--- config.mk ---
export PLATFORM = sky130hd
export DESIGN_NAME = tib_status
export DESIGN_NICKNAME = d
export VERILOG_FILES = /design/src/tib_pkg.sv /design/src/tib_fifo.sv /design/src/tib_status.sv
export SDC_FILE = /design/constraint.sdc
export NUM_CORES = 1
export LEC_CHECK = 0
export BUFFER_PORTS_ARGS = -buffer_cell sky130_fd_sc_hd__buf_2
export CAP_MARGIN = 10
export CORE_MARGIN = 1
export CORE_UTILIZATION = 45
export CTS_CLUSTER_DIAMETER = 150
export DETAILED_ROUTE_END_ITERATION = 8
export GPL_TIMING_DRIVEN = 0
export PLACE_DENSITY_LB_ADDON = 0.05
export SETUP_SLACK_MARGIN = 0.15
export SYNTH_ARGS = -nofsm -noshare
export SYNTH_HDL_FRONTEND = slang
export SYNTH_SLANG_ARGS = --single-unit
export TNS_END_PERCENT = 100
--- constraint.sdc ---
create_clock -name core_clk -period 3.5 [get_ports core_clk]
set_input_delay 0.35 -clock core_clk [delete_from_list [all_inputs] [get_ports core_clk]]
set_output_delay 0.35 -clock core_clk [all_outputs]
set_load 0.1 [all_outputs]
--- src/tib_pkg.sv ---
// Register map, field positions and sizes for the tag interrupt/buffer status
package tib_pkg;
    localparam logic [7:0] ADDR_IRQ_STATUS_ONE = 8'h0b;
    localparam logic [7:0] ADDR_BUFFER_FILL_STATUS = 8'h0c;
    localparam logic [7:0] ADDR_BUFFER_FLAG_STATUS = 8'h0d;
    localparam logic [7:0] REG_RESET = 8'h00;
    // Interrupt status bit positions
    localparam int IRQ_RX_START = 7;
    localparam int IRQ_FRAMING = 6;
    localparam int IRQ_PARITY = 5;
    localparam int IRQ_CHECKSUM = 4;
    localparam int IRQ_BUFFER = 3;
    localparam int IRQ_NV_DONE = 2;
    localparam int IRQ_MEM_ACCESS = 1;
    localparam int IRQ_CONFLICT = 0;
    // Fill status fields
    localparam int FILL_INVALID = 7;
    localparam int FILL_LEN_W = 6;
    // Flag status bit positions
    localparam int FLAG_RF_SIDE_BUSY = 5;
    localparam int FLAG_RF_READY = 4;
    localparam int FLAG_HOST_READY = 3;
    localparam int FLAG_UNDERFLOW = 1;
    localparam int FLAG_OVERFLOW = 0;
    // Data buffer geometry
    localparam int BUF_WIDTH = 8;
    localparam int BUF_DEPTH = 16;
    localparam int BUF_AW = 4;
endpackage

--- src/tib_fifo.sv ---
// Flip-flop FIFO holding the shared tag data buffer
module tib_fifo
    import tib_pkg::*;
#(
    parameter int WIDTH = BUF_WIDTH,
    parameter int DEPTH = BUF_DEPTH,
    parameter int AW = BUF_AW
) (
    // Clock and reset
    input wire logic core_clk,
    input wire logic rstn,
    input wire logic flush,
    // Fill side
    input wire logic in_valid,
    output logic in_ready,
    input wire logic [WIDTH-1:0] in_data,
    // Drain side
    output logic out_valid,
    input wire logic out_ready,
    output logic [WIDTH-1:0] out_data,
    // Occupancy
    output logic [AW:0] count
);
    typedef struct packed {
        logic [DEPTH-1:0][WIDTH-1:0] mem;
        logic [AW-1:0] wp;
        logic [AW-1:0] rp;
        logic [AW:0] cnt;
    } tib_fifo_st_t;

    tib_fifo_st_t st, next_st;
    logic push, pop;

    // Handshakes combinational, data registered in storage
    assign in_ready = (st.cnt != DEPTH[AW:0]);
    assign out_valid = (st.cnt != '0);
    assign out_data = st.mem[st.rp];
    assign count = st.cnt;
    assign push = in_valid && in_ready;
    assign pop = out_valid && out_ready;

    // Pointer and count update
    always_comb begin
        next_st = st;
        if (push) begin
            next_st.mem[st.wp] = in_data;
            next_st.wp = st.wp + 1'b1;
        end
        if (pop) begin
            next_st.rp = st.rp + 1'b1;
        end
        next_st.cnt = st.cnt + {{AW{1'b0}}, push} - {{AW{1'b0}}, pop};
        if (flush) begin
            next_st.wp = '0;
            next_st.rp = '0;
            next_st.cnt = '0;
        end
    end

    // State register
    always_ff @(posedge core_clk) begin
        if (!rstn) begin
            st <= '0;
        end else begin
            st <= next_st;
        end
    end
endmodule

--- src/tib_status.sv ---
// Second interrupt status and buffer status registers of the tag front end
// Operation
// Reading an interrupt status register clears all its bits.
// Interrupt status resets to zero at power-up and set-default.
// Receive start into buffer sets bit 7.
// Framing fault sets bit 6; data still buffered.
// Parity fault sets bit 5; data still buffered.
// CRC fault sets bit 4; data still buffered.
// Buffer overflow or underflow sets bit 3.
// Host-requested nonvolatile write success sets bit 2.
// Write to protected or missing address sets bit 1.
// Host operation cut by access control sets bit 0.
// Length-invalid bit 7 high while buffer contents change.
// Six-bit unread byte count; bit 6 reads zero.
// Buffer status resets on power-up, set-default, clear-buffer.
// Flag register shows rf_side_busy, rf ready, host ready at 5,4,3.
// No host-busy flag in the flag register.
// Underflow bit 1 set when reading past buffer contents.
// Overflow bit 0 set when writing into a full buffer.
// Masking gates only the interrupt pin, never the flags.
// Interrupt pin high while any unmasked flag is set.
// Event coinciding with clearing read stays set.
module tib_status
    import tib_pkg::*;
(
    // Clock and reset
    input wire logic core_clk,
    input wire logic rstn,
    // Commands
    input wire logic cmd_set_default,
    input wire logic cmd_clear_buffer,
    // Host register read port
    input wire logic reg_rd,
    input wire logic [7:0] reg_addr,
    output logic [7:0] reg_rdata,
    // Interrupt mask and output
    input wire logic [7:0] irq_mask,
    output logic irq_out,
    // Receive events
    input wire logic rx_start,
    input wire logic rx_framing_err,
    input wire logic rx_parity_err,
    input wire logic rx_crc_err,
    // Memory events
    input wire logic nv_write_done_host,
    input wire logic nv_access_err,
    input wire logic access_conflict,
    // Extended mode handshake levels
    input wire logic rf_side_busy,
    input wire logic rf_data_ready,
    input wire logic host_data_ready,
    // Buffer fill side
    input wire logic buf_wr,
    input wire logic [7:0] buf_wdata,
    output logic buf_wr_ready,
    // Buffer drain side
    input wire logic buf_rd,
    output logic buf_rd_valid,
    output logic [7:0] buf_rdata
);
    typedef struct packed {
        logic [7:0] irq;
        logic len_invalid;
        logic underflow;
        logic overflow;
        logic [7:0] rdata;
    } tib_st_t;

    tib_st_t st, next_st;
    logic [BUF_AW:0] fill;
    logic fifo_in_ready;
    logic fifo_out_valid;
    logic flush;
    logic ovr_evt, unf_evt;
    logic [7:0] irq_evt;

    // Decode of a host read address
    function automatic logic hit(input logic [7:0] a, input logic [7:0] r);
        return a == r;
    endfunction

    assign flush = cmd_set_default || cmd_clear_buffer;
    assign ovr_evt = buf_wr && !fifo_in_ready;
    assign unf_evt = buf_rd && !fifo_out_valid;
    assign buf_wr_ready = fifo_in_ready;
    assign buf_rd_valid = fifo_out_valid;

    // Data buffer; errored frames are stored like good ones
    tib_fifo #(
        .WIDTH(BUF_WIDTH),
        .DEPTH(BUF_DEPTH),
        .AW(BUF_AW)
    ) u_fifo (
        .core_clk(core_clk),
        .rstn(rstn),
        .flush(flush),
        .in_valid(buf_wr),
        .in_ready(fifo_in_ready),
        .in_data(buf_wdata),
        .out_valid(fifo_out_valid),
        .out_ready(buf_rd),
        .out_data(buf_rdata),
        .count(fill)
    );

    // Event vector in register bit order
    always_comb begin
        irq_evt = '0;
        irq_evt[IRQ_RX_START] = rx_start;
        irq_evt[IRQ_FRAMING] = rx_framing_err;
        irq_evt[IRQ_PARITY] = rx_parity_err;
        irq_evt[IRQ_CHECKSUM] = rx_crc_err;
        irq_evt[IRQ_BUFFER] = ovr_evt || unf_evt;
        irq_evt[IRQ_NV_DONE] = nv_write_done_host;
        irq_evt[IRQ_MEM_ACCESS] = nv_access_err;
        irq_evt[IRQ_CONFLICT] = access_conflict;
    end

    // Next state: clear-on-read loses to a fresh event
    always_comb begin
        next_st = st;
        if (reg_rd && hit(reg_addr, ADDR_IRQ_STATUS_ONE)) begin
            next_st.irq = REG_RESET;
        end
        next_st.irq = next_st.irq | irq_evt;
        next_st.len_invalid = buf_wr || buf_rd;
        if (ovr_evt) begin
            next_st.overflow = 1'b1;
        end
        if (unf_evt) begin
            next_st.underflow = 1'b1;
        end
        if (flush) begin
            next_st.len_invalid = 1'b0;
            next_st.underflow = 1'b0;
            next_st.overflow = 1'b0;
        end
        if (cmd_set_default) begin
            next_st.irq = REG_RESET;
        end
        // Read data captured so reg_rdata comes from a flip-flop
        next_st.rdata = REG_RESET;
        if (hit(reg_addr, ADDR_IRQ_STATUS_ONE)) begin
            next_st.rdata = st.irq;
        end else if (hit(reg_addr, ADDR_BUFFER_FILL_STATUS)) begin
            next_st.rdata[FILL_INVALID] = st.len_invalid;
            next_st.rdata[FILL_LEN_W-1:0] = FILL_LEN_W'(fill);
        end else if (hit(reg_addr, ADDR_BUFFER_FLAG_STATUS)) begin
            // Host-busy omitted: always idle while this is read
            next_st.rdata[FLAG_RF_SIDE_BUSY] = rf_side_busy;
            next_st.rdata[FLAG_RF_READY] = rf_data_ready;
            next_st.rdata[FLAG_HOST_READY] = host_data_ready;
            next_st.rdata[FLAG_UNDERFLOW] = st.underflow;
            next_st.rdata[FLAG_OVERFLOW] = st.overflow;
        end
    end

    // State register
    always_ff @(posedge core_clk) begin
        if (!rstn) begin
            st <= '0;
        end else begin
            st <= next_st;
        end
    end

    assign reg_rdata = st.rdata;
    assign irq_out = |(st.irq & ~irq_mask);

    // Clear on read; set-default beats every event
    a_read_clears_irq: assert property (@(posedge core_clk)
        disable iff (!rstn)
        reg_rd && reg_addr == ADDR_IRQ_STATUS_ONE && !cmd_set_default
        |=> st.irq == $past(irq_evt))
        else $error("irq status not cleared by read");
    a_irq_read_data: assert property (@(posedge core_clk)
        disable iff (!rstn)
        reg_addr == ADDR_IRQ_STATUS_ONE
        |=> reg_rdata == $past(st.irq))
        else $error("irq status read data wrong");
    a_irq_only_read: assert property (@(posedge core_clk)
        disable iff (!rstn)
        !(reg_rd && reg_addr == ADDR_IRQ_STATUS_ONE) && !cmd_set_default
        |=> (st.irq & $past(st.irq)) == $past(st.irq))
        else $error("irq flag dropped without a read");
    a_default_clears: assert property (@(posedge core_clk)
        disable iff (!rstn)
        cmd_set_default
        |=> st.irq == 8'h00)
        else $error("set default left irq bits");
    a_reset_clears: assert property (@(posedge core_clk)
        !rstn
        |=> st.irq == 8'h00 && fill == '0 && reg_rdata == 8'h00)
        else $error("reset left state behind");
    a_event_kept: assert property (@(posedge core_clk)
        disable iff (!rstn)
        reg_rd && reg_addr == ADDR_IRQ_STATUS_ONE && access_conflict
        && !cmd_set_default |=> st.irq[IRQ_CONFLICT])
        else $error("event lost on clearing read");

    // Each event sets its own flag; masks never hold a flag back
    a_rx_start_flag: assert property (@(posedge core_clk)
        disable iff (!rstn)
        rx_start && !cmd_set_default
        |=> st.irq[IRQ_RX_START])
        else $error("rx start flag missing");
    a_framing_flag: assert property (@(posedge core_clk)
        disable iff (!rstn)
        rx_framing_err && !cmd_set_default
        |=> st.irq[IRQ_FRAMING])
        else $error("framing flag missing");
    a_parity_flag: assert property (@(posedge core_clk)
        disable iff (!rstn)
        rx_parity_err && !cmd_set_default
        |=> st.irq[IRQ_PARITY])
        else $error("parity flag missing");
    a_crc_flag: assert property (@(posedge core_clk)
        disable iff (!rstn)
        rx_crc_err && !cmd_set_default
        |=> st.irq[IRQ_CHECKSUM])
        else $error("crc flag missing");
    a_crc_flag_masked: assert property (@(posedge core_clk)
        disable iff (!rstn)
        rx_crc_err && irq_mask[IRQ_CHECKSUM] && !cmd_set_default
        |=> st.irq[IRQ_CHECKSUM])
        else $error("masked crc event not flagged");
    a_nv_done_flag: assert property (@(posedge core_clk)
        disable iff (!rstn)
        nv_write_done_host && !cmd_set_default
        |=> st.irq[IRQ_NV_DONE])
        else $error("nonvolatile done flag missing");
    a_mem_access_flag: assert property (@(posedge core_clk)
        disable iff (!rstn)
        nv_access_err && !cmd_set_default
        |=> st.irq[IRQ_MEM_ACCESS])
        else $error("memory access flag missing");
    a_conflict_flag: assert property (@(posedge core_clk)
        disable iff (!rstn)
        access_conflict && !cmd_set_default
        |=> st.irq[IRQ_CONFLICT])
        else $error("access conflict flag missing");
    a_buffer_flag: assert property (@(posedge core_clk)
        disable iff (!rstn)
        buf_rd && !buf_rd_valid && !cmd_set_default
        |=> st.irq[IRQ_BUFFER])
        else $error("buffer error flag missing");
    a_irq_no_spurious: assert property (@(posedge core_clk)
        disable iff (!rstn)
        irq_evt == 8'h00
        |=> (st.irq & ~$past(st.irq)) == 8'h00)
        else $error("irq flag rose without event");

    // Pin drops with a clean read, rises with an unmasked flag
    a_irq_pin: assert property (@(posedge core_clk)
        disable iff (!rstn)
        reg_rd && reg_addr == ADDR_IRQ_STATUS_ONE && irq_evt == 8'h00
        |=> !irq_out)
        else $error("irq pin stuck after read");
    a_unmasked_pin: assert property (@(posedge core_clk)
        disable iff (!rstn)
        rx_start && !irq_mask[IRQ_RX_START] && !cmd_set_default
        ##1 !irq_mask[IRQ_RX_START] |-> irq_out)
        else $error("irq pin missing for unmasked flag");

    // Sticky buffer faults; a refused byte leaves the count alone
    a_overflow_sets: assert property (@(posedge core_clk)
        disable iff (!rstn)
        buf_wr && !buf_wr_ready && !flush
        |=> st.overflow && st.irq[IRQ_BUFFER])
        else $error("overflow not flagged");
    a_overflow_sticky: assert property (@(posedge core_clk)
        disable iff (!rstn)
        st.overflow && !flush
        |=> st.overflow)
        else $error("overflow flag dropped");
    a_full_drops: assert property (@(posedge core_clk)
        disable iff (!rstn)
        buf_wr && !buf_wr_ready && !buf_rd && !flush
        |=> fill == $past(fill))
        else $error("write into full buffer changed count");
    a_underflow_sets: assert property (@(posedge core_clk)
        disable iff (!rstn)
        buf_rd && !buf_rd_valid && !flush
        |=> st.underflow)
        else $error("underflow not flagged");
    a_underflow_sticky: assert property (@(posedge core_clk)
        disable iff (!rstn)
        st.underflow && !flush
        |=> st.underflow)
        else $error("underflow flag dropped");
    a_empty_stays: assert property (@(posedge core_clk)
        disable iff (!rstn)
        buf_rd && !buf_rd_valid && !buf_wr && !flush
        |=> fill == '0)
        else $error("read of empty buffer changed count");
    a_flush_clears: assert property (@(posedge core_clk)
        disable iff (!rstn)
        cmd_clear_buffer
        |=> !st.overflow && !st.underflow && fill == '0)
        else $error("clear buffer left status");
    a_default_buffer: assert property (@(posedge core_clk)
        disable iff (!rstn)
        cmd_set_default
        |=> !st.overflow && !st.underflow && !st.len_invalid && fill == '0)
        else $error("set default left buffer status");

    // Count field; a read right after a strobe flags it stale
    a_fill_read: assert property (@(posedge core_clk)
        disable iff (!rstn)
        reg_addr == ADDR_BUFFER_FILL_STATUS
        |=> reg_rdata[6:0] == {2'b00, $past(fill)})
        else $error("fill count read wrong");
    a_fill_push: assert property (@(posedge core_clk)
        disable iff (!rstn)
        buf_wr && buf_wr_ready && !buf_rd && !flush
        |=> fill == $past(fill) + 5'd1)
        else $error("fill count missed a push");
    a_fill_pop: assert property (@(posedge core_clk)
        disable iff (!rstn)
        buf_rd && buf_rd_valid && !buf_wr && !flush
        |=> fill == $past(fill) - 5'd1)
        else $error("fill count missed a pop");
    a_fill_bound: assert property (@(posedge core_clk)
        disable iff (!rstn)
        fill <= BUF_DEPTH)
        else $error("fill count beyond buffer depth");
    a_len_invalid_set: assert property (@(posedge core_clk)
        disable iff (!rstn)
        (buf_wr || buf_rd) && !flush
        |=> st.len_invalid)
        else $error("length invalid not raised");
    a_len_invalid_idle: assert property (@(posedge core_clk)
        disable iff (!rstn)
        !buf_wr && !buf_rd
        |=> !st.len_invalid)
        else $error("length invalid stuck high");
    a_fill_invalid_bit: assert property (@(posedge core_clk)
        disable iff (!rstn)
        (buf_wr || buf_rd) && !flush ##1 reg_addr == ADDR_BUFFER_FILL_STATUS
        |=> reg_rdata[FILL_INVALID])
        else $error("stale count not marked invalid");

    // Flag register: live handshake levels, no host-busy bit
    a_flag_levels: assert property (@(posedge core_clk)
        disable iff (!rstn)
        reg_addr == ADDR_BUFFER_FLAG_STATUS
        |=> reg_rdata[5:3] == $past({rf_side_busy, rf_data_ready, host_data_ready}))
        else $error("handshake levels read wrong");
    a_flag_reserved: assert property (@(posedge core_clk)
        disable iff (!rstn)
        reg_addr == ADDR_BUFFER_FLAG_STATUS
        |=> reg_rdata[7:6] == 2'b00 && !reg_rdata[2])
        else $error("unused flag bits not zero");
endmodule

==> results of run 1 <==
==> registers in the layout, summed over array words and instances, names as in the netlist <==
name and count:
u_fifo.st 136, st 11, u_fifo.count 5, reg_rdata 8
==> worst paths after layout <==
| path | end | start | cells after the start |
|---|---|---|---|
| min | st[15] | rx_crc_err | 2 |
| max | buf_rdata[1] | u_fifo.st[6] | 8 |
| min reg2reg | u_fifo.st[100] | u_fifo.st[100] | 2 |
| max reg2reg | u_fifo.count[4] | u_fifo.count[2] | 14 |
==> metrics by stage <==
stage	utilization, %	instance area [um^2]	cells
final	54.6	7990	1006
after global routing	54.6	7990	1006
after CTS	54.3	7950	1006
after detailed placement	49.9	7310	974
after global placement	49.9	7310	974
after floorplan	-	6790	732
==> worst max-delay path, cell delays in order, from the launching register on <==
cell,delay [ns]
dfxtp_1,0.31
clkbuf_2,0.24
nor2b_1,0.17
clkbuf_1,0.31
clkbuf_1,0.53
a221oi_1,0.28
a22oi_1,0.23
nand2_1,0.10
clkbuf_4,0.29
==> layout make-up <==
| cell class | instances | area, um^2 |
|---|---|---|
| Timing Repair Buffer | 58 | 295 |
| Clock buffer | 22 | 484 |
| Buffer | 71 | 328 |
| Inverter | 24 | 90.1 |
| Multi-Input combinational cell | 477 | 3210 |
| Clock inverter | 10 | 149 |
| Fill cell | 1358 | 6660 |
| Tap cell | 184 | 230 |
| Sequential cell | 160 | 3200 |
==> cells by family after synthesis <==
logic type	share of synthesized area [%]
mux	10.8
simple gates	16.5
fa+ha+maj	2.32
buf+inv	6.08
xor+xnor	1.16
flops	47.2
compound gates	15.9
==> Yosys cell counts (all sizes together), types with 4 or more instances <==
cell | instances | share of area, %
a21oi | 6 | 0.44
a221oi | 16 | 2.1
a22o | 7 | 0.90
a22oi | 9 | 1.0
and2 | 7 | 0.65
buf | 25 | 2.2
clkbuf | 46 | 2.5
dfxtp | 160 | 47
ha | 11 | 2.0
inv | 23 | 1.3
mux2i | 37 | 5.5
mux4 | 16 | 5.3
nand2 | 22 | 1.2
nand2b | 4 | 0.37
nand3 | 132 | 9.7
nand4 | 17 | 1.6
nor2 | 16 | 0.88
nor2b | 4 | 0.37
o21ai | 137 | 10
o22ai | 5 | 0.46
o2bb2ai | 5 | 0.65
xnor2 | 4 | 0.52
xor2 | 5 | 0.65
==> metal layers <==
metal	vias to the layer above	part of all wire (%)	GRT usage [%]
met3	25	5.2	5.67
met1	2850	47	36.8
li1	2826	-	-
met4	0	1.5	6.38
met2	181	46	42.8
met5	-	0	0
==> power breakdown <==
part	switching, W	internal (W)
combinational	0.000220	0.0000821
clock	0.000770	0.00121
sequential	0.0000118	0.00184
total	0.00100	0.00313
==> timing repair <==
item / 4_1_cts / 5_1_grt
resized for setup: 3 / 10
hold endpoints to repair: 0 / 0
endpoints found under the setup margin: 7 / 8
==> flow_metrics.env, run 1 <==
export IMPL_status="finished, violations left"
export IMPL_failed_checks="design-rule violations"
export IMPL_antenna_cells=0
export IMPL_globalplace_congestion=0.834
export IMPL_antenna_found_initial=0
export IMPL_hold_class="input port to flop"
export IMPL_initial_core_util_pct=46.4
export IMPL_clockBufferDepth=2
export IMPL_path_max_fanout=10
export IMPL_cts_sinks=160
export IMPL_cts_tree="done"
export IMPL_grt_pass1_wl_mm=31.5
export IMPL_critPathArrivalTime_ns=2.89
export IMPL_yosys_warnings=0
export IMPL_vias_per_cell=5.85
export IMPL_die_w_um=125
export IMPL_dr_pass1_iters=8
export IMPL_cts_max_level=4
export IMPL_cts_made_buffers=17
export IMPL_drc_errors=2
export IMPL_synth_edff_count=0
export IMPL_hold_viol_final=0
export IMPL_fp_dieH_um=125
export IMPL_timing_final_max_slew_violations=0
export IMPL_rsz0062_at_grt="true"
export IMPL_cts_root_buf="clkbuf_16"
export IMPL_layout_worst_path_cycle_share_pct=92.7
export IMPL_power_leakage_nw=2.87
export IMPL_max_freq_ghz=0.308
export IMPL_min_period_ns=3.24
export IMPL_synth_cells=732
export IMPL_clkTransAtPathRegs_ns=0.07
export IMPL_worstSetupPathType="flop to primary output"
export IMPL_async_flop_share_pct=0
export IMPL_cts_hold_buf=0
export IMPL_ir_drop_uv=346
export IMPL_max_slew_margin_rel_pct=47.9
export IMPL_maxCapViolations=0
export IMPL_drive_gt1_share_pct=16.1
export IMPL_final_setup_skew_ns=0.00724
export IMPL_setup_tns_final_ns=0
export IMPL_power_w=0.00413
export IMPL_worst_pin_slew_ns=0.782
export IMPL_required_ns=3.15
export IMPL_io_pins=60
export IMPL_ys_types=42
export IMPL_layout_nets=862
export IMPL_drtIter0Drc=417
export IMPL_cts_setup_buffers=0
export IMPL_cp_end_kind="primary output"
export IMPL_gr_usage_all_layers_pct=26.7
export IMPL_ant_nets=0
export IMPL_syn_area_um2=6790
export IMPL_setup_viol=0
export IMPL_synth_seq_area_share_pct=47.2
export IMPL_overflow=0
export IMPL_grt_pass1_vias=5635
export IMPL_clk_latency_ns=0.42
export IMPL_wl_per_cell_um=19.7
export IMPL_hpwlAfterDp_mm=14.3
export IMPL_via_count=5882
export IMPL_finalHoldWorstSlack_ns=0.137
export IMPL_grt_max_degree=17
export IMPL_layout_commonest_cell="dfxtp_1"
export IMPL_coreArea_um2=14600
export IMPL_synth_seq_cells=160
export IMPL_fin_ws_ns=0.256
export IMPL_syn_nets=785
export IMPL_synth_ff_type="dfxtp_1"
export IMPL_area_growth_pct=17.7
export IMPL_io_buffers=58
export IMPL_start_kind="flop"
export IMPL_r2r_slack_ns=0.48
export IMPL_mostFrequentLayoutCells="160 x dfxtp_1, 137 x o21ai_0, 132 x nand3_1"
export IMPL_place_worst_setup_slack_ns=0.311
export IMPL_wl_mm=19.8
export IMPL_die_area_um2=15600
export IMPL_powerDensity_nw_per_um2=517
export IMPL_rows=44
export IMPL_synth_area_per_cell_um2=9.27
(Power assumes the default switching activity.)
==> inputs of run 2 (changes only) <==
==> constraint.sdc (replaced) <==
create_clock -name core_clk -period 2.8 [get_ports core_clk]
set_input_delay 0.28 -clock core_clk [delete_from_list [all_inputs] [get_ports core_clk]]
set_output_delay 0.28 -clock core_clk [all_outputs]
set_load 0.1 [all_outputs]
==> run 2 against run 1 <==
Register-to-register slack worse by 0.26 ns. Critical path depth is 2 lower. Largest power group unchanged. Highest routed layer unchanged. First-iteration DRC count grew 21%. The flow still finishes with violations (design-rule violations). Sequential power grew 25%. Worst hold slack lost 0.071 ns. Non-clock buffer count grew 8. Cell area is 5.9% higher. Sequential share of layout area down 2.2 points. Cell count rose by 0.80%. Clock power grew 35%.
==> flow_metrics.env, run 2 (synthesis results as in run 1) <==
export IMPL_required_ns=2.52
export IMPL_grt_max_degree=17
export IMPL_finalHoldWorstSlack_ns=0.0660
export IMPL_r2r_cells=15
export IMPL_coreArea_um2=14600
export IMPL_antenna_found_initial=0
export IMPL_worst_r2r_endpoint="u_fifo.count[4]"
export IMPL_die_area_um2=15600
export IMPL_clk_latency_ns=0.43
export IMPL_p_seq_share_pct=42.7
export IMPL_globalplace_congestion=0.844
export IMPL_clockBufferDepth=2
export IMPL_timing_final_max_slew_violations=0
export IMPL_max_freq_ghz=0.388
export IMPL_powerDensity_nw_per_um2=640
export IMPL_layout_commonest_cell="dfxtp_1"
export IMPL_io_pins=60
export IMPL_power_switching_w=0.00129
export IMPL_wl_mm=20.7
export IMPL_initial_core_util_pct=46.4
export IMPL_max_slew_margin_rel_pct=56.6
export IMPL_min_period_ns=2.58
export IMPL_cts_root_buf="clkbuf_16"
export IMPL_ir_drop_uv=445
export IMPL_design_area_um2=8460
export IMPL_critPathArrivalTime_ns=2.30
export IMPL_rows=44
export IMPL_drive_gt1_share_pct=21.3
export IMPL_clockPowerShare_pct=49.6
export IMPL_failed_checks="design-rule violations"
export IMPL_cts_made_buffers=17
export IMPL_r2r_slack_ns=0.22
export IMPL_hold_viol_final=0
export IMPL_grt_pass1_wl_mm=32.1
export IMPL_top_register="u_fifo.st"
export IMPL_io_buffers=58
export IMPL_path_max_fanout=10
export IMPL_cts_sinks=160
export IMPL_worstSetupPathType="flop to primary output"
export IMPL_min_from="access_conflict"
export IMPL_setup_worst_path_start="u_fifo.st[5]"
export IMPL_vias_per_cell=5.94
export IMPL_power_w=0.00541
export IMPL_gr_usage_all_layers_pct=27.3
export IMPL_hpwlAfterDp_mm=14.7
export IMPL_fillers=1303
export IMPL_status="finished, violations left"
export IMPL_fin_cells=1014
export IMPL_largest_reg_flops=136
export IMPL_whs_path_depth=2
export IMPL_die_w_um=125
export IMPL_layout_nets=870
export IMPL_cts_tree="done"
export IMPL_clkTransAtPathRegs_ns=0.06
export IMPL_p_sw_share_pct=23.9
export IMPL_dpl_cell_count=974
export IMPL_maxCapViolations=0
export IMPL_wl_per_cell_um=20.4
export IMPL_cp_end_kind="primary output"
export IMPL_place_area_um2=7330
export IMPL_cts_hold_buf=0
export IMPL_multi_input_area_um2=3390
export IMPL_antenna_cells=0
export IMPL_whs_endpoint="st[11]"
export IMPL_overflow=0
export IMPL_mostFrequentLayoutCells="157 x dfxtp_1, 136 x o21ai_0, 132 x nand3_1"
export IMPL_final_setup_skew_ns=0.00843
export IMPL_dr_pass1_iters=7
export IMPL_worst_pin_slew_ns=0.651
export IMPL_setup_viol=0
export IMPL_power_leakage_nw=3.05
export IMPL_seq_area_um2=3210
export IMPL_ant_nets=0
export IMPL_area_growth_pct=24.7
export IMPL_combPwrFrac_pct=7.7
export IMPL_drc_errors=2
export IMPL_layout_worst_path_cycle_share_pct=92.1
export IMPL_cts_max_level=4
export IMPL_drtIter0Drc=506
export IMPL_setup_tns_final_ns=0
export IMPL_via_count=6027
export IMPL_fp_dieH_um=125
export IMPL_p_int_w=0.00412
export IMPL_grt_pass1_vias=5714
export IMPL_start_kind="flop"
export IMPL_hold_class="input port to flop"
export IMPL_reg2reg_from="u_fifo.count[2]"
export IMPL_rsz0062_at_grt="false"
[run 2: power groups by stage]
stage                     logic (W)  clock network (W)  registers [W]
after detailed placement   0.000371                  0        0.00236
after floorplan            0.000262                  0        0.00236
after global placement     0.000367                  0        0.00236
final                      0.000417            0.00268        0.00231
after CTS                  0.000398            0.00271        0.00231
after global routing       0.000443            0.00282        0.00231
[run 2: how the worst max path moves through the flow]
stage                           end  slack (ns)  depth (start not counted)
finish                 buf_rdata[3]        0.22                          6
global route        u_fifo.count[4]        0.12                         15
CTS                    buf_rdata[3]        0.11                          7
detailed placement     buf_rdata[3]       -0.32                          8
global placement       buf_rdata[3]       -0.32                          8
floorplan           u_fifo.count[4]         0.1                         15
[run 2: what timing repair did]
item,CTS,global route
setup buffers,1,6
gates cloned,0,1
resized for setup,75,31
endpoints found under the setup margin,9,9
pin swaps,0,7
[run 2: final cells by class]
type	instances	area share, %
clock buffer	17	5.03
tap	184	2.72
clock inverter	15	3.00
multi-input combinational	477	40.1
buffer	71	4.97
inverter	24	1.12
sequential	160	37.9
timing repair buffer	66	5.16
[run 2: critical path, cell delays in order, from the launching register on]
cell and delay, ns:
dfxtp_1 0.34, clkbuf_2 0.20, buf_6 0.22, mux4_2 0.59
a22oi_1 0.18, nand2_1 0.14, buf_12 0.19
[run 2: metal layers]
metal | GRT usage, % | vias to the layer above | share of wire [%]
li1 | - | 2833 | -
met1 | 35.8 | 2923 | 44
met2 | 43.7 | 239 | 46
met3 | 6.40 | 32 | 7.5
met4 | 10.1 | 0 | 2.1
met5 | 0 | - | 0
[run 2: per-stage QoR]
step | setup WS (ns) | util (%)
6_report | 0.222 | 57.8
3_5_place_dp | -0.323 | 50.0
4_1_cts | 0.111 | 56.8
3_3_place_gp | -0.318 | 50.0
2_1_floorplan | 0.0972 | -
5_1_grt | 0.124 | 57.8
==> inputs of run 3 (changes only) <==
--- a/config.mk
+++ b/config.mk
@@ -8,11 +8,12 @@
 export BUFFER_PORTS_ARGS = -buffer_cell sky130_fd_sc_hd__buf_2
 export CAP_MARGIN = 10
 export CORE_MARGIN = 1
-export CORE_UTILIZATION = 45
+export CORE_UTILIZATION = 50
 export CTS_CLUSTER_DIAMETER = 150
 export DETAILED_ROUTE_END_ITERATION = 8
 export GPL_TIMING_DRIVEN = 0
-export PLACE_DENSITY_LB_ADDON = 0.05
+export PLACE_DENSITY = 0.79
+export RECOVER_POWER = 100
 export SETUP_SLACK_MARGIN = 0.15
 export SYNTH_ARGS = -nofsm -noshare
 export SYNTH_HDL_FRONTEND = slang
==> run 3 against run 2 <==
Worst setup slack worse by 0.11 ns. Register-to-register slack worse by 0.02 ns. Maximum frequency down 4.0%. Wire length down 8.5%. Clock-buffer cell count up 3. Highest routed layer unchanged. First-iteration DRC count up 12%. The flow now finishes without violations. Combinational power down 1%. Non-clock buffer count unchanged. Cell count down 0.79%. Sequential cell count unchanged. Via count about the same.
==> flow_metrics.env, run 3 (synthesis results as in run 1) <==
export IMPL_overflow=0
export IMPL_critPathArrivalTime_ns=2.41
export IMPL_hold_class="input port to flop"
export IMPL_clockPowerShare_pct=48.9
export IMPL_coreArea_um2=13200
export IMPL_cts_tree="done"
export IMPL_layout_nets=870
export IMPL_powerDensity_nw_per_um2=641
export IMPL_cts_max_level=4
export IMPL_cp_end_kind="primary output"
export IMPL_min_from="reg_addr[5]"
export IMPL_initial_core_util_pct=51.3
export IMPL_power_switching_w=0.00125
export IMPL_reg2reg_from="u_fifo.count[3]"
export IMPL_timing_final_max_slew_violations=0
export IMPL_globalplace_congestion=0.872
export IMPL_antenna_found_initial=0
export IMPL_wl_mm=19.0
export IMPL_vias_per_cell=6.00
export IMPL_p_int_w=0.00409
export IMPL_ant_nets=0
export IMPL_required_ns=2.52
export IMPL_p_sw_share_pct=23.4
export IMPL_io_buffers=58
export IMPL_largest_reg_flops=136
export IMPL_setup_viol=0
export IMPL_area_growth_pct=22.7
export IMPL_drc_errors=0
export IMPL_slowest_stage="a221oi_1"
export IMPL_rows=42
export IMPL_place_area_um2=7320
export IMPL_worst_r2r_endpoint="u_fifo.count[4]"
export IMPL_multi_input_area_um2=3360
export IMPL_power_w=0.00533
export IMPL_clk_latency_ns=0.43
export IMPL_hold_viol_final=0
export IMPL_hpwlAfterDp_mm=13.1
export IMPL_start_kind="flop"
export IMPL_cts_made_buffers=17
export IMPL_layout_commonest_cell="dfxtp_1"
export IMPL_io_pins=60
export IMPL_maxCapViolations=0
export IMPL_grt_pass1_vias=5649
export IMPL_max_slew_margin_rel_pct=11.3
export IMPL_power_leakage_nw=2.96
export IMPL_cts_sinks=160
export IMPL_cts_hold_buf=0
export IMPL_die_w_um=119
export IMPL_clockBufferDepth=2
export IMPL_final_setup_skew_ns=0.00545
export IMPL_fillers=1093
export IMPL_rsz0062_at_grt="true"
export IMPL_path_max_fanout=9
export IMPL_p_seq_share_pct=43.3
export IMPL_mostFrequentLayoutCells="158 x dfxtp_1, 135 x o21ai_0, 132 x nand3_1"
export IMPL_design_area_um2=8330
export IMPL_worst_pin_slew_ns=1.32
export IMPL_grt_max_degree=17
export IMPL_top_register="u_fifo.st"
export IMPL_grt_pass1_wl_mm=29.8
export IMPL_via_count=6031
export IMPL_antenna_cells=0
export IMPL_die_area_um2=14000
export IMPL_layout_worst_path_cycle_share_pct=96.0
export IMPL_endpoint="buf_rdata[7]"
export IMPL_dr_pass1_iters=6
export IMPL_r2r_cells=15
export IMPL_worstSetupPathType="flop to primary output"
export IMPL_combPwrFrac_pct=7.7
export IMPL_crit_chain="clkbuf_2 -> clkinv_2 -> a221oi_1 -> a22oi_1 -> nand2_1 -> clkbuf_4"
export IMPL_cts_root_buf="clkbuf_16"
export IMPL_max_freq_ghz=0.372
export IMPL_ir_drop_uv=435
export IMPL_cp_slowest_stage_delay_ns=0.44
export IMPL_status="completed"
export IMPL_gr_usage_all_layers_pct=27.4
export IMPL_wl_per_cell_um=18.9
export IMPL_clkTransAtPathRegs_ns=0.06
export IMPL_min_period_ns=2.69
export IMPL_fp_dieH_um=119
export IMPL_r2r_slack_ns=0.20
export IMPL_drtIter0Drc=568
export IMPL_setup_worst_path_start="u_fifo.st[8]"
export IMPL_seq_area_um2=3210
export IMPL_drive_gt1_share_pct=18.8
==> run 3: cell count changes in the layout (fill, tap and decap cells not counted), sizes merged <==
cell      before  now
clkinv         1    5
buf           98   79
bufinv         6    5
inv           29   24
clkinvlp       3    2
clkbuf        56   78
==> run 3: power groups by stage <==
| stage | combinational (W) | sequential (W) | clock, W |
|---|---|---|---|
| final | 0.000411 | 0.00231 | 0.00261 |
| after global routing | 0.000436 | 0.00231 | 0.00272 |
| after CTS | 0.000398 | 0.00231 | 0.00261 |
| after detailed placement | 0.000366 | 0.00236 | 0 |
| after global placement | 0.000360 | 0.00236 | 0 |
| after floorplan | 0.000262 | 0.00236 | 0 |
==> run 3: final cells by class <==
class / count / share of cell area [%]
inverters: 24 / 1.13
well taps: 176 / 2.65
clock buffers: 20 / 5.61
multi-input cells: 477 / 40.4
flip-flops and latches: 160 / 38.5
plain buffers: 71 / 4.67
clock inverters: 12 / 2.46
repair buffers: 66 / 4.63
==> run 3: routing by layer <==
metal	part of all wire (%)	GRT usage (%)	vias up
li1	-	-	2827
met1	41	34.8	2920
met2	48	44.5	242
met3	6.5	5.41	42
met4	4.2	13.8	0
met5	0	0	-
==> run 3: timing repair <==
action	in CTS	in global routing
setup buffers	2	5
endpoints found under the setup margin	10	9
pin swaps	2	8
gates cloned	1	0
resized for setup	67	25
==> run 3: how the worst min path moves through the flow <==
stage,depth (start not counted),slack [ns],end
2_1_floorplan,1,0.36,reg_rdata[5]
3_3_place_gp,2,0.45,u_fifo.st[21]
3_5_place_dp,2,0.46,u_fifo.st[41]
4_1_cts,2,0.07,st[12]
5_1_grt,2,0.06,reg_rdata[5]
6_report,2,0.05,reg_rdata[5]
==> run 3: critical path: cells and delay by family (launching register included) <==
family / cells / cell delay (ns)
buffers and inverters: 3 / 0.92
AO/OA/AOI/OAI: 2 / 0.61
AND/OR/NAND/NOR: 1 / 0.12
flip-flops: 1 / 0.33
==> run 3: per-stage QoR <==
stage               utilization (%)  instances  hold WS [ns]  setup WS [ns]  setup TNS [ns]
finish                         62.9       1006        0.0530          0.113               0
global route                   62.9       1006        0.0559         0.0544               0
CTS                            62.4       1001        0.0654          0.154               0
detailed placement             55.3        966         0.459         -0.220           -1.05
global placement               55.3        966         0.450         -0.168          -0.598
floorplan                         -        732         0.356         0.0972               0
